`src/rtl/ffs_defines.vh`:
```
`ifndef FFS_DEFINES_VH
`define FFS_DEFINES_VH

// =====================================================
// Command codes
`define FFS_CMD_FAN1_LIMIT     8'h02
`define FFS_CMD_FAN2_LIMIT     8'h03
`define FFS_CMD_CONTROL        8'h04
`define FFS_CMD_FLAGS          8'h05

// =====================================================
// Reset values
`define FFS_LIMIT_RESET        8'h0a
`define FFS_CONTROL_RESET      8'h0a

// =====================================================
// Control field positions
`define FFS_CTL_STALL_CLEAR    7
`define FFS_CTL_STEP_SELECT    6
`define FFS_CTL_PWM_SOURCE     5
`define FFS_CTL_FAN2_PPT_HI    4
`define FFS_CTL_FAN2_PPT_LO    3
`define FFS_CTL_FAN1_PPT_HI    2
`define FFS_CTL_FAN1_PPT_LO    1
`define FFS_CTL_POWER_DOWN     0

// =====================================================
// Status field positions
`define FFS_ST_OVERHEAT        5
`define FFS_ST_TACH2_OVF       4
`define FFS_ST_TACH1_OVF       3
`define FFS_ST_TEMP_OPEN       2
`define FFS_ST_FAN2_STALL      1
`define FFS_ST_FAN1_STALL      0

// =====================================================
// Timing
`define FFS_CLK_KHZ            200000
`define FFS_STALL_TIME_MS      2400
// 2.4 s at 200 MHz, sized to the stall timer width
`define FFS_STALL_CYCLES       29'd480000000
`define FFS_STRAP_DELAY        2'h3

`endif

```
`src/rtl/ffs_regs.v`:
```
`timescale 1ns/100ps
`include "ffs_defines.vh"

module ffs_regs #(
	parameter        CNT_W        = 29,
	parameter [28:0] STALL_CYCLES = `FFS_STALL_CYCLES
) (
	input  wire       MCLK_I,
	input  wire       RST_N_I,
	input  wire [7:0] CMD_I,
	input  wire       WR_I,
	input  wire [7:0] WDATA_I,
	input  wire       RD_I,
	input  wire [8:0] FAN1_SPEED_COUNT_I,
	input  wire [8:0] FAN2_SPEED_COUNT_I,
	input  wire       TACH1_OVERFLOW_I,
	input  wire       TACH2_OVERFLOW_I,
	input  wire       TEMP_OPEN_PIN_I,
	input  wire       OVERHEAT_PIN_I,
	output reg  [7:0] RDATA_O,
	output reg        RVALID_O,
	output reg        FAULT_N_O,
	output reg        SPEED_STEP_SELECT_O,
	output reg        PWM_SOURCE_SELECT_O,
	output reg        FIXED_DUTY_O,
	output reg  [1:0] FAN1_PULSES_PER_TURN_O,
	output reg  [1:0] FAN2_PULSES_PER_TURN_O,
	output reg        POWER_DOWN_SELECT_O
);

	// =====================================================
	// Speed against limit
	// Limit is in 50 RPM steps; in fine mode one result step is 25 RPM,
	// so the limit is doubled before the compare.
	function below_limit;
		input [8:0] speed;
		input [7:0] limit;
		input       fine;
		begin
			if (fine) begin
				below_limit = speed < {limit, 1'b0};
			end else begin
				below_limit = speed < {1'b0, limit};
			end
		end
	endfunction

	// =====================================================
	// Registers and state
	reg [7:0]       fan1_stall_limit;
	reg [7:0]       fan2_stall_limit;
	reg [7:0]       control_settings;
	reg             fan1_stall_flag;
	reg             fan2_stall_flag;
	reg [CNT_W-1:0] fan1_low_count;
	reg [CNT_W-1:0] fan2_low_count;
	reg             temp_open_meta;
	reg             temp_open_sync;
	reg             overheat_meta;
	reg             overheat_sync;
	reg             temp_input_open;
	reg             overheat_flag;
	reg [1:0]       strap_delay;
	reg             strap_done;

	wire        stall_clear      = control_settings[`FFS_CTL_STALL_CLEAR];
	wire        fine_step        = control_settings[`FFS_CTL_STEP_SELECT];
	wire        fan1_low         = below_limit(FAN1_SPEED_COUNT_I,
	                                           fan1_stall_limit, fine_step);
	wire        fan2_low         = below_limit(FAN2_SPEED_COUNT_I,
	                                           fan2_stall_limit, fine_step);
	wire        fan1_expired     = (fan1_low_count == STALL_CYCLES);
	wire        fan2_expired     = (fan2_low_count == STALL_CYCLES);
	wire        next_fan1_stall;
	wire        next_fan2_stall;
	reg  [7:0]  condition_flags;
	reg  [7:0]  read_mux;

	// =====================================================
	// Register writes by command code
	always @(posedge MCLK_I) begin
		if (!RST_N_I) begin
			fan1_stall_limit <= `FFS_LIMIT_RESET;
			fan2_stall_limit <= `FFS_LIMIT_RESET;
			control_settings <= `FFS_CONTROL_RESET;
		end else if (WR_I) begin
			case (CMD_I)
				`FFS_CMD_FAN1_LIMIT: fan1_stall_limit <= WDATA_I;
				`FFS_CMD_FAN2_LIMIT: fan2_stall_limit <= WDATA_I;
				`FFS_CMD_CONTROL:    control_settings <= WDATA_I;
				default: begin
				end
			endcase
		end
	end

	// =====================================================
	// Two-flop synchronisers for the analog comparator levels
	always @(posedge MCLK_I) begin
		if (!RST_N_I) begin
			temp_open_meta <= 1'b0;
			temp_open_sync <= 1'b0;
			overheat_meta  <= 1'b0;
			overheat_sync  <= 1'b0;
		end else begin
			temp_open_meta <= TEMP_OPEN_PIN_I;
			temp_open_sync <= temp_open_meta;
			overheat_meta  <= OVERHEAT_PIN_I;
			overheat_sync  <= overheat_meta;
		end
	end

	// =====================================================
	// Catch the input checks once after reset release
	// Waits until the synchronisers hold a real sample.
	always @(posedge MCLK_I) begin
		if (!RST_N_I) begin
			strap_delay     <= 2'h0;
			strap_done      <= 1'b0;
			temp_input_open <= 1'b0;
			overheat_flag   <= 1'b0;
		end else if (!strap_done) begin
			if (strap_delay == `FFS_STRAP_DELAY) begin
				strap_done      <= 1'b1;
				temp_input_open <= temp_open_sync;
				overheat_flag   <= overheat_sync;
			end else begin
				strap_delay <= strap_delay + 2'h1;
			end
		end
	end

	// =====================================================
	// Low-speed timers, saturating at the stall time
	// Any cycle back at or above the limit restarts the wait.
	always @(posedge MCLK_I) begin
		if (!RST_N_I) begin
			fan1_low_count <= {CNT_W{1'b0}};
			fan2_low_count <= {CNT_W{1'b0}};
		end else begin
			if (!fan1_low) begin
				fan1_low_count <= {CNT_W{1'b0}};
			end else if (!fan1_expired) begin
				fan1_low_count <= fan1_low_count + {{(CNT_W-1){1'b0}}, 1'b1};
			end
			if (!fan2_low) begin
				fan2_low_count <= {CNT_W{1'b0}};
			end else if (!fan2_expired) begin
				fan2_low_count <= fan2_low_count + {{(CNT_W-1){1'b0}}, 1'b1};
			end
		end
	end

	// =====================================================
	// Sticky stall flags
	// The clear bit is a level: while it is 1 the flags are held clear,
	// so software must write it back to 0 before new stalls can show.
	assign next_fan1_stall = stall_clear ? 1'b0 :
	                         (fan1_stall_flag | fan1_expired);
	assign next_fan2_stall = stall_clear ? 1'b0 :
	                         (fan2_stall_flag | fan2_expired);

	always @(posedge MCLK_I) begin
		if (!RST_N_I) begin
			fan1_stall_flag <= 1'b0;
			fan2_stall_flag <= 1'b0;
			FAULT_N_O       <= 1'b1;
		end else begin
			fan1_stall_flag <= next_fan1_stall;
			fan2_stall_flag <= next_fan2_stall;
			FAULT_N_O       <= ~(next_fan1_stall | next_fan2_stall);
		end
	end

	// =====================================================
	// Status image
	always @* begin
		condition_flags                     = 8'h00;
		condition_flags[`FFS_ST_OVERHEAT]   = overheat_flag;
		condition_flags[`FFS_ST_TACH2_OVF]  = TACH2_OVERFLOW_I;
		condition_flags[`FFS_ST_TACH1_OVF]  = TACH1_OVERFLOW_I;
		condition_flags[`FFS_ST_TEMP_OPEN]  = temp_input_open;
		condition_flags[`FFS_ST_FAN2_STALL] = fan2_stall_flag;
		condition_flags[`FFS_ST_FAN1_STALL] = fan1_stall_flag;
	end

	// =====================================================
	// Read decode; unknown codes read as zero
	always @* begin
		case (CMD_I)
			`FFS_CMD_FAN1_LIMIT: read_mux = fan1_stall_limit;
			`FFS_CMD_FAN2_LIMIT: read_mux = fan2_stall_limit;
			`FFS_CMD_CONTROL:    read_mux = control_settings;
			`FFS_CMD_FLAGS:      read_mux = condition_flags;
			default:             read_mux = 8'h00;
		endcase
	end

	// =====================================================
	// Read answer, one cycle after the request
	always @(posedge MCLK_I) begin
		if (!RST_N_I) begin
			RDATA_O  <= 8'h00;
			RVALID_O <= 1'b0;
		end else begin
			RVALID_O <= RD_I;
			if (RD_I) begin
				RDATA_O <= read_mux;
			end
		end
	end

	// =====================================================
	// Control outputs to the fan logic
	always @(posedge MCLK_I) begin
		if (!RST_N_I) begin
			SPEED_STEP_SELECT_O    <= 1'b0;
			PWM_SOURCE_SELECT_O    <= 1'b0;
			FIXED_DUTY_O           <= 1'b0;
			FAN1_PULSES_PER_TURN_O <= 2'h1;
			FAN2_PULSES_PER_TURN_O <= 2'h1;
			POWER_DOWN_SELECT_O    <= 1'b0;
		end else begin
			SPEED_STEP_SELECT_O    <= fine_step;
			PWM_SOURCE_SELECT_O    <= control_settings[`FFS_CTL_PWM_SOURCE];
			FIXED_DUTY_O           <= ~control_settings[`FFS_CTL_PWM_SOURCE]
			                          & temp_input_open;
			FAN1_PULSES_PER_TURN_O <= control_settings[`FFS_CTL_FAN1_PPT_HI:
			                                           `FFS_CTL_FAN1_PPT_LO];
			FAN2_PULSES_PER_TURN_O <= control_settings[`FFS_CTL_FAN2_PPT_HI:
			                                           `FFS_CTL_FAN2_PPT_LO];
			POWER_DOWN_SELECT_O    <= control_settings[`FFS_CTL_POWER_DOWN];
		end
	end

endmodule // ffs_regs

```
`config.mk`:
```
export PLATFORM = sky130hd
export DESIGN_NAME = ffs_regs
export DESIGN_NICKNAME = d
export VERILOG_FILES = /design/src/rtl/ffs_regs.v
export VERILOG_INCLUDE_DIRS = /design/src /design/src/rtl
export SDC_FILE = /design/constraint.sdc
export NUM_CORES = 1
export LEC_CHECK = 0
export BUFFER_PORTS_ARGS = -buffer_cell sky130_fd_sc_hd__buf_4
export CAP_MARGIN = 10
export CORE_UTILIZATION = 53
export DETAILED_ROUTE_END_ITERATION = 10
export PLACE_DENSITY = 0.84
export SETUP_SLACK_MARGIN = 0.4
export SYNTH_ARGS = -nofsm -noshare
export SYNTH_HDL_FRONTEND = slang
export SYNTH_SLANG_ARGS = --single-unit
```
`constraint.sdc`:
```
create_clock -name MCLK_I -period 2.49 [get_ports MCLK_I]
set_input_delay 0.6225 -clock MCLK_I [delete_from_list [all_inputs] [get_ports MCLK_I]]
set_output_delay 0.6225 -clock MCLK_I [all_outputs]
set_load 0.02 [all_outputs]
```
==> flow_summary.yaml, run 1 <==
worst_setup_path:
  critPathArrivalTime_ps: 2390
  crit_fanout: 8
  crit_required_ps: 2800
  worstPathCellList: "inv_4 > ha_4 > a21o_1 > a2111oi_4 > a21oi_1 > or4_4 > clkbuf_16 > nor2_4"
  worstSetupStartpointType: "flip-flop"
  path_depth: 8
  crit_type: "reg -> reg"
  cp-end-kind: "flip-flop"
  crit_family: "simple AND/OR/NAND/NOR gates"
  cp_slowest_stage_delay_ps: 530
  critPathSlowestCell: "or4_4"
  worst_r2r_path_depth: 8
  cp_num_buf_inv: 2
  r2r_slack_ps: 410
  reg2reg_to: "fan2_low_count[25]"
  reg2reg_from: "fan2_stall_limit[6]"
sta:
  fmaxAchievable_ghz: 0.480
  final.period_utilization_pct: 83.6
  setup_violations: 0
  skew_ps: 17.7
  holdWs_ps: 445
  fin_crit_ps: 2080
  timing.max_slew.rel_slack_pct: 36.8
  hold_viol: 0
  tns_ps: 0
  rsz0062_at_grt: "yes"
  slew_violations: 0
  worst_pin_slew_ps: 946
layout:
  stdcell_area_sq_um: 6530
  multi_input_area_sq_um: 3250
  final-seq-area_sq_um: 2230
  final_util_pct: 66.2
  syn2layout_area_growth_pct: 19.9
  final_layout_size_suffix_gt1_share_pct: 20.5
  nets: 728
  n_fill_cell: 781
  instances_no_fill: 791
  n_antenna_cell: 0
placement:
  io_buffer_count: 59
  dp_hpwl_mm: 9.01
  place_area_sq_um: 6100
  gp_congestion: 0.875
  placedCellCount: 769
synthesis:
  synth_edf_count: 0
  yosysMostFrequentCell: "dfxtp_1"
  async_flop_share_pct: 0
  synth_area_sq_um: 5450
  yosys.area.top_type: "dfxtp_1"
  yosysTopAreaCellShare_pct: 40.8
  synth_cell_types: 54
  ys_seq_area_share_pct: 40.8
  synth_seq_cells: 111
  synth_nets: 665
  syn_avg_cell_area_sq_um: 9.24
  syn_inst: 590
  synth_common_cells: "dfxtp_1 (111), nor2_1 (75), ha_1 (33)"
  synthFlopType: "dfxtp_1"
  ys_top_cells_by_area: "dfxtp_1 (41%), ha_1 (7.6%), nor2_1 (5.2%), xor2_1 (4.7%), mux2i_1 (4.4%)"
  synth_warnings: 0
min_path:
  hold_end: "temp_open_sync"
  holdCritPathClass: "reg -> reg"
  hold-path-cell-count: 1
  holdCritStartpoint: "temp_open_meta"
grt:
  grt_max_degree: 46
  grt_pass1_wl_mm: 20.0
  grt.overflow.total: 0
  grtUsageTotal_pct: 24.1
  grt_pass1_vias: 4429
  antenna_found_initial: 0
power:
  powerDensity_nw_per_um2: 475
  pwr-share-clk_pct: 32.8
  power_leakage_nw: 2.58
  p_seq_share_pct: 58.4
  swShare_pct: 24.9
  power_frac_comb_pct: 8.7
  ir_drop_mv: 0.365
  p_sw_uw: 773
  p_int_mw: 2.33
clocking:
  cts_tree: "done"
  h-tree-depth: 3
  cts_buffer_depth: 2
  insertion_delay_ps: 370
  cts-buffers-inserted: 9
  hold_buffers: 0
  clkTransAtPathRegs_ps: 110
  cts_root_buf: "clkbuf_8"
  clock-sinks: 111
die:
  dieArea_sq_um: 10700
  core_area_sq_um: 9860
  die_h_um: 103
  start_util_pct: 55.2
  core.rowCount: 36
  ios: 60
  die_x_um: 103
drt:
  vias: 4579
  wirelength_mm: 12.7
  drtIter0Drc: 182
  drc: 0
  ant_nets: 0
  avgViaCountPerCell: 5.79
  wl_per_cell_um: 16.1
  drtPass1Iterations: 5
run:
  max-cap-violations: 0
status:
  status: "completed"
[timing repair]
action / 4_1_cts / 5_1_grt
setup buffers: 1 / 2
gates cloned: 0 / 3
endpoints found under the setup margin: 23 / 43
pin swaps: 0 / 15
resized for setup: 2 / 44
[through the flow]
step,total power [mW],worst slack (ps)
detailed placement,2.11,102
global placement,2.09,150
global route,3.21,325
finish,3.10,408
floorplan,2.00,340
CTS,3.10,387
[state kept, by name, summed over array words and instances (netlist names), 2 cells and up]
signal	count
fan2_low_count	29
control_settings	8
FAN2_PULSES_PER_TURN_O	2
FAN1_PULSES_PER_TURN_O	2
fan2_stall_limit	8
fan1_stall_limit	8
RDATA_O	8
fan1_low_count	29
strap_delay	2
[per-layer routing]
metal / share of wire, % / global-route usage [%] / routed length (um) / vias to the layer above
met5: 0 / 0 / 0 / -
met4: 3.6 / 10.7 / 460 / 0
met3: 5.1 / 4.10 / 644 / 42
met2: 51 / 42.8 / 6470 / 153
met1: 40 / 28.3 / 5160 / 2193
li1: - / - / - / 2191
[cell usage in the layout (no fill, tap or decap), types with 10 or more instances in the layout]
master / count
a21oi_1: 12
a22o_1: 10
and2_1: 15
buf_4: 68
clkbuf_8: 10
dfxtp_1: 106
ha_1: 30
inv_1: 21
mux2i_1: 24
nand2_1: 30
nand3_1: 21
nand4_1: 13
nor2_1: 59
nor2_4: 15
nor2b_1: 29
nor3_1: 11
o21ai_0: 10
xnor2_1: 25
xor2_1: 29
[area by class of cell]
cell class                      instances  area share, %
Sequential cell                       111           34.2
Timing Repair Buffer                   73           9.36
Clock buffer                           10           2.11
Multi-Input combinational cell        435           49.8
Inverter                               23           1.36
Tap cell                              133           2.55
Clock inverter                          6          0.670
[how the worst max path moves through the flow]
stage | slack [ps] | end | startpoint
6_report | 410 | fan2_low_count[25] | fan2_stall_limit[6]
5_1_grt | 330 | fan2_low_count[27] | fan2_stall_limit[6]
4_1_cts | 390 | fan2_low_count[26] | fan2_stall_limit[6]
3_5_place_dp | 100 | fan2_low_count[26] | FAN2_SPEED_COUNT_I[6]
3_3_place_gp | 150 | RDATA_O[3] | CMD_I[1]
2_1_floorplan | 340 | fan2_low_count[19] | FAN2_SPEED_COUNT_I[6]
[logic make-up (layout without fill, tap and decap cells)]
group / after synthesis / in the layout / share of synthesized area, %
flip-flops: 111 / 111 / 40.8
buffers and inverters: 44 / 112 / 3.38
multiplexers: 24 / 24 / 4.41
XOR/XNOR: 54 / 54 / 8.68
adder cells (fa/ha/maj): 33 / 33 / 7.58
AO/OA/AOI/OAI: 68 / 68 / 8.86
AND/OR/NAND/NOR: 256 / 256 / 26.3
[power groups by stage]
stage / registers (mW) / clock network (mW) / logic, mW
floorplan: 1.85 / 0 / 0.147
global placement: 1.85 / 0 / 0.237
detailed placement: 1.86 / 0 / 0.252
CTS: 1.82 / 1.03 / 0.255
global route: 1.82 / 1.10 / 0.299
finish: 1.81 / 1.02 / 0.271
Note: power is estimated with default switching activity, not from simulation.
==> run 2: changes to the inputs <==
- clock period: 2.49 -> 1.7 ns (I/O delays scaled with it)
==> flow_summary.yaml, run 2 (synthesized netlist as in run 1, its figures left out) <==
status:
  status: "complete, but fails checks"
  violations: "setup timing"
layout:
  mostFrequentLayoutCell: "buf_4"
  n_antenna_cell: 0
  nets: 811
  mostFrequentLayoutCells: "buf_4 (128), dfxtp_1 (82), nor2_1 (33), nand2_1 (30), nor2b_1 (27)"
  n_fill_cell: 478
  instances_no_fill: 871
  final_layout_size_suffix_gt1_share_pct: 41.6
  stdcell_area_sq_um: 7710
  reg.largest.list: "fan1_low_count: 29 flops, fan2_low_count: 29 flops"
  syn2layout_area_growth_pct: 41.5
clocking:
  insertion_delay_ps: 380
  clock-sinks: 111
  cts-buffers-inserted: 9
  cts_tree: "done"
  clkTransAtPathRegs_ps: 100
  cts_root_buf: "clkbuf_8"
  cts_buffer_depth: 2
  h-tree-depth: 3
power:
  ir_drop_mv: 0.694
  power_frac_comb_pct: 11.1
  powerDensity_nw_per_um2: 621
  power_leakage_nw: 3.03
  p_sw_mw: 1.16
  p_seq_share_pct: 55.5
  p_total_mw: 4.79
  swShare_pct: 24.3
  p_int_mw: 3.63
  pwr-share-clk_pct: 33.4
sta:
  final.period_utilization_pct: 127
  fin_ws_ps: -460
  fmaxAchievable_ghz: 0.463
  fin_crit_ps: 2160
  hold_viol: 0
  timing.max_slew.rel_slack_pct: 55.6
  rsz0062_at_grt: "yes"
  setup_violations: 61
  holdWs_ps: 259
  worst_pin_slew_ps: 664
  skew_ps: 10.9
  slew_violations: 0
worst_setup_path:
  reg2reg_from: "fan2_stall_limit[6]"
  critPathCapture: "fan2_low_count[0]"
  crit_type: "reg -> reg"
  worstSetupStartpointType: "flip-flop"
  critPathArrivalTime_ps: 2460
  r2r_slack_ps: -460
  crit_required_ps: 2000
  reg2reg_to: "fan2_low_count[0]"
  crit_fanout: 11
  worst_r2r_path_depth: 8
  cp-end-kind: "flip-flop"
  startpoint: "fan2_stall_limit[6]"
drt:
  drtPass1Iterations: 7
  vias: 5300
  drc: 0
  wl_per_cell_um: 20.2
  avgViaCountPerCell: 6.08
  ant_nets: 0
  wirelength_mm: 17.6
  drtIter0Drc: 319
die:
  die_x_um: 103
  die_h_um: 103
  ios: 60
  core_area_sq_um: 9860
  dieArea_sq_um: 10700
  start_util_pct: 55.2
  core.rowCount: 36
grt:
  grt_max_degree: 37
  grt_pass1_wl_mm: 23.0
  grt.overflow.total: 0
  antenna_found_initial: 0
  grt_pass1_vias: 4839
  grtUsageTotal_pct: 28.5
placement:
  io_buffer_count: 59
  place_area_sq_um: 6700
  dp_slack_ps: -519
  dp_hpwl_mm: 9.81
  gp_congestion: 0.874
  placedCellCount: 832
run:
  max-cap-violations: 0
min_path:
  holdCritPathClass: "in -> reg"
run 2: cell count changes in the layout (fill, tap and decap cells not counted), moves of 9 or more:
| cell | previous run | this run |
|---|---|---|
| nor2_2 | 1 | 21 |
| dfxtp_1 | 106 | 82 |
| ha_1 | 30 | 18 |
| ha_4 | 3 | 13 |
| dfxtp_2 | 3 | 23 |
| nor2_1 | 59 | 33 |
| buf_6 | 1 | 22 |
| buf_4 | 68 | 128 |
| inv_1 | 21 | 12 |
run 2: worst min-delay path by stage:
stage                    start        endpoint  slack [ps]  cells past startpoint
2_1_floorplan    overheat_meta   overheat_sync         410                      1
3_3_place_gp     overheat_meta   overheat_sync         420                      1
3_5_place_dp    temp_open_meta  temp_open_sync         420                      1
4_1_cts         OVERHEAT_PIN_I   overheat_meta         250                      2
5_1_grt        TEMP_OPEN_PIN_I  temp_open_meta         260                      2
6_report       TEMP_OPEN_PIN_I  temp_open_meta         260                      2
run 2: timing repair:
item	in CTS	in global routing
gates resized for setup	87	83
hold buffers	0	0
pin swaps	20	11
cloned	3	0
setup endpoints to repair	100	104
setup buffers	9	14
run 2: layout make-up:
| cell class | instances | area, sq um | share of cell area, % |
|---|---|---|---|
| clock buffer | 12 | 155 | 2.01 |
| inverter | 23 | 93.8 | 1.22 |
| tap | 133 | 166 | 2.16 |
| multi-input combinational | 435 | 3640 | 47.2 |
| timing repair buffer | 156 | 1350 | 17.5 |
| sequential | 111 | 2270 | 29.5 |
| clock inverter | 1 | 30.0 | 0.389 |
run 2: stage by stage:
step	util (%)	setup TNS, ps
detailed placement	67.9	-32180
global placement	67.9	-26870
CTS	74.2	-14330
global route	78.2	-19720
finish	78.2	-17550
floorplan	-	-10720
run 2: layer usage:
metal  share of wire (%)  track usage (%)  up-vias
li1                    -                -     2348
met1                  37             32.7     2540
met2                  51             52.1      317
met3                 6.9             4.17       95
met4                 5.4             13.3        0
met5                   0                0        -
run 2: worst max-delay path: stages, from the launching register on:
cell and delay [ps]:
dfxtp_4 390, inv_4 40, ha_4 240, a21o_1 230, a2111oi_4 290, a21oi_1 80, or4_4 510, buf_6 180
nor2_1 110
run 2: power groups by stage:
stage / Clock, mW / Sequential (mW) / Combinational, mW
after CTS: 1.57 / 2.66 / 0.479
after detailed placement: 0 / 2.72 / 0.419
final: 1.60 / 2.66 / 0.531
after global placement: 0 / 2.72 / 0.388
after global routing: 1.72 / 2.66 / 0.559
after floorplan: 0 / 2.72 / 0.224
==> run 3: changes to the inputs <==
- ABC_AREA: unset -> 1
- CORE_UTILIZATION: 53 -> 54
- PLACE_DENSITY: 0.84 -> 0.85
==> flow_summary.yaml, run 3 <==
status:
  status: "completed"
layout:
  nets: 1130
  mostFrequentLayoutCells: "nand2_1 (220), nor2_1 (109), inv_1 (97), buf_4 (90), dfxtp_1 (75)"
  mostFrequentLayoutCell: "nand2_1"
  stdcell_area_sq_um: 8650
  multi_input_area_sq_um: 4280
  n_fill_cell: 750
  final-seq-area_sq_um: 2280
  final_layout_size_suffix_gt1_share_pct: 33.9
  reg.largest.list: "fan1_low_count: 29 flops, fan2_low_count: 29 flops"
  n_antenna_cell: 0
  syn2layout_area_growth_pct: 35.7
die:
  core.rowCount: 39
  die_h_um: 111
  ios: 60
  core_area_sq_um: 11500
  dieArea_sq_um: 12200
  start_util_pct: 55.6
  die_x_um: 111
synthesis:
  syn_avg_cell_area_sq_um: 6.70
  syn_inst: 951
  ys_seq_area_share_pct: 34.9
  yosysTopAreaCellShare_pct: 34.9
  synth_warnings: 0
  synth_cell_types: 40
  ys_top_cells_by_area: "dfxtp_1 (35%), nand2_1 (15%), nor2_1 (8.1%), inv_1 (7.9%), ha_1 (6.5%)"
  synth_area_sq_um: 6370
  synth_seq_cells: 111
  synth_edf_count: 0
  yosysMostFrequentCell: "nand2_1"
  synth_nets: 1026
  synth_common_cells: "nand2_1 (262), nor2_1 (138), inv_1 (134)"
  yosys.area.top_type: "dfxtp_1"
  synthFlopType: "dfxtp_1"
  async_flop_share_pct: 0
worst_setup_path:
  crit_type: "reg -> reg"
  worstPathCellList: "inv_2 > ha_4 > nand2_2 > o21bai_1 > nand3_1 > nand2_1 > nand2_1 > nand2_2 > nand2_4 > buf_6 > buf_16 > nor2_1"
  worstSetupStartpointType: "flip-flop"
  critPathArrivalTime_ps: 1930
  crit_fanout: 7
  critPathSlowestCell: "dfxtp_2"
  cp-end-kind: "flip-flop"
  cp_slowest_stage_delay_ps: 360
  crit_required_ps: 1960
clocking:
  cts-buffers-inserted: 9
  insertion_delay_ps: 360
  cts_root_buf: "clkbuf_16"
  clock-sinks: 111
  clkTransAtPathRegs_ps: 80
  cts_tree: "done"
  cts_buffer_depth: 2
  h-tree-depth: 3
grt:
  grt_pass1_wl_mm: 27.7
  grt.overflow.total: 0
  grt_max_degree: 22
  grt_pass1_vias: 6132
  grtUsageTotal_pct: 27.9
  antenna_found_initial: 0
power:
  power_leakage_nw: 3.61
  powerDensity_nw_per_um2: 636
  pwr-share-clk_pct: 40.5
  p_sw_mw: 1.42
  p_int_mw: 4.07
  ir_drop_mv: 0.815
  p_seq_share_pct: 48.6
  swShare_pct: 25.9
  power_frac_comb_pct: 11.0
drt:
  ant_nets: 0
  drtPass1Iterations: 5
  drtIter0Drc: 680
  wirelength_mm: 18.3
  avgViaCountPerCell: 5.42
  wl_per_cell_um: 15.2
  vias: 6519
  drc: 0
placement:
  gp_congestion: 0.916
  io_buffer_count: 59
  dp_slack_ps: -28.4
  place_area_sq_um: 7410
  dp_hpwl_mm: 11.4
sta:
  fmaxAchievable_ghz: 0.600
  timing.max_slew.rel_slack_pct: 69.0
  rsz0062_at_grt: "yes"
  setup_violations: 0
  fin_ws_ps: 32.3
  final.period_utilization_pct: 98.1
  worst_pin_slew_ps: 463
  fin_crit_ps: 1670
  hold_viol: 0
  slew_violations: 0
  skew_ps: 12.8
min_path:
  holdCritPathClass: "in -> reg"
run:
  max-cap-violations: 0
## run 3: cell count changes in the layout (fill, tap and decap cells not counted), sizes merged, moves of 10 or more
| cell | previous run | this run |
|---|---|---|
| buf | 156 | 106 |
| inv | 23 | 144 |
| nor2 | 75 | 159 |
| a21oi | 13 | 45 |
| nand3 | 21 | 60 |
| mux2i | 24 | 0 |
| o21ai | 14 | 28 |
| a22o | 10 | 0 |
| and2 | 15 | 0 |
| xnor2 | 25 | 10 |
| nor4 | 11 | 0 |
| nor2b | 29 | 0 |
| nand2 | 32 | 271 |
## run 3: metal layers
| layer | vias up | part of all wire, % | GRT usage, % |
|---|---|---|---|
| met2 | 276 | 51 | 48.7 |
| met4 | 0 | 2.6 | 11.8 |
| met5 | - | 0 | 0 |
| li1 | 3181 | - | - |
| met1 | 3006 | 40 | 32.5 |
| met3 | 56 | 6.4 | 6.70 |
## run 3: through the flow
step                cells  power (mW)  utilization, %  setup TNS [ps]  hold WS, ps
floorplan             951        3.00               -               0          390
global placement     1153        3.17            64.6            -274          405
detailed placement   1153        3.19            64.6            -572          405
CTS                  1185        5.42            71.6               0          236
global route         1203        5.67            75.4            -964          254
finish               1203        5.50            75.4               0          237
## run 3: final cells by class
class,instances,area share (%)
tap,143,2.07
timing repair buffer,107,11.6
clock inverter,7,0.897
inverter,141,7.00
multi-input combinational,685,49.5
sequential,111,26.3
clock buffer,9,2.60
## run 3: path summary, 6_finish.rpt
kind                             from                  to  depth (start not counted)  slack [ps]
setup / recovery  fan2_stall_limit[3]  fan2_low_count[27]                         12          30
hold / removal         OVERHEAT_PIN_I       overheat_meta                          3         240
setup reg to reg  fan2_stall_limit[3]  fan2_low_count[27]                         12          30
hold reg to reg         overheat_meta       overheat_sync                          2         430
## run 3: kinds of logic after synthesis
group / after synthesis / share of synthesized area, %
AND/OR/NAND/NOR: 528 / 36.4
buffers and inverters: 156 / 9.74
flip-flops: 111 / 34.9
AO/OA/AOI/OAI: 89 / 7.79
XOR/XNOR: 34 / 4.67
adder cells (fa/ha/maj): 33 / 6.48
## run 3: critical path, delay by kind of cell (launching register included)
family / cells / cell delay [ps]
DFF: 1 / 360
adders and majority gates: 1 / 260
AOI/OAI and AO/OA: 1 / 140
buffers and inverters: 3 / 360
and+or+nand+nor: 7 / 460
## run 3: power by group through the flow
stage,clock (mW),sequential [mW],combinational (mW)
floorplan,0,2.73,0.273
global placement,0,2.73,0.442
detailed placement,0,2.73,0.457
CTS,2.20,2.67,0.544
global route,2.34,2.67,0.657
finish,2.22,2.67,0.603
## run 3: repair_timing
action | CTS | global route
gates cloned | 5 | 1
pin swaps | 34 | 41
buffers inserted | 11 | 17
endpoints found under the hold margin | 0 | 0
setup endpoints to repair | 66 | 92
gates resized for setup | 97 | 106
hold buffers | 0 | 0
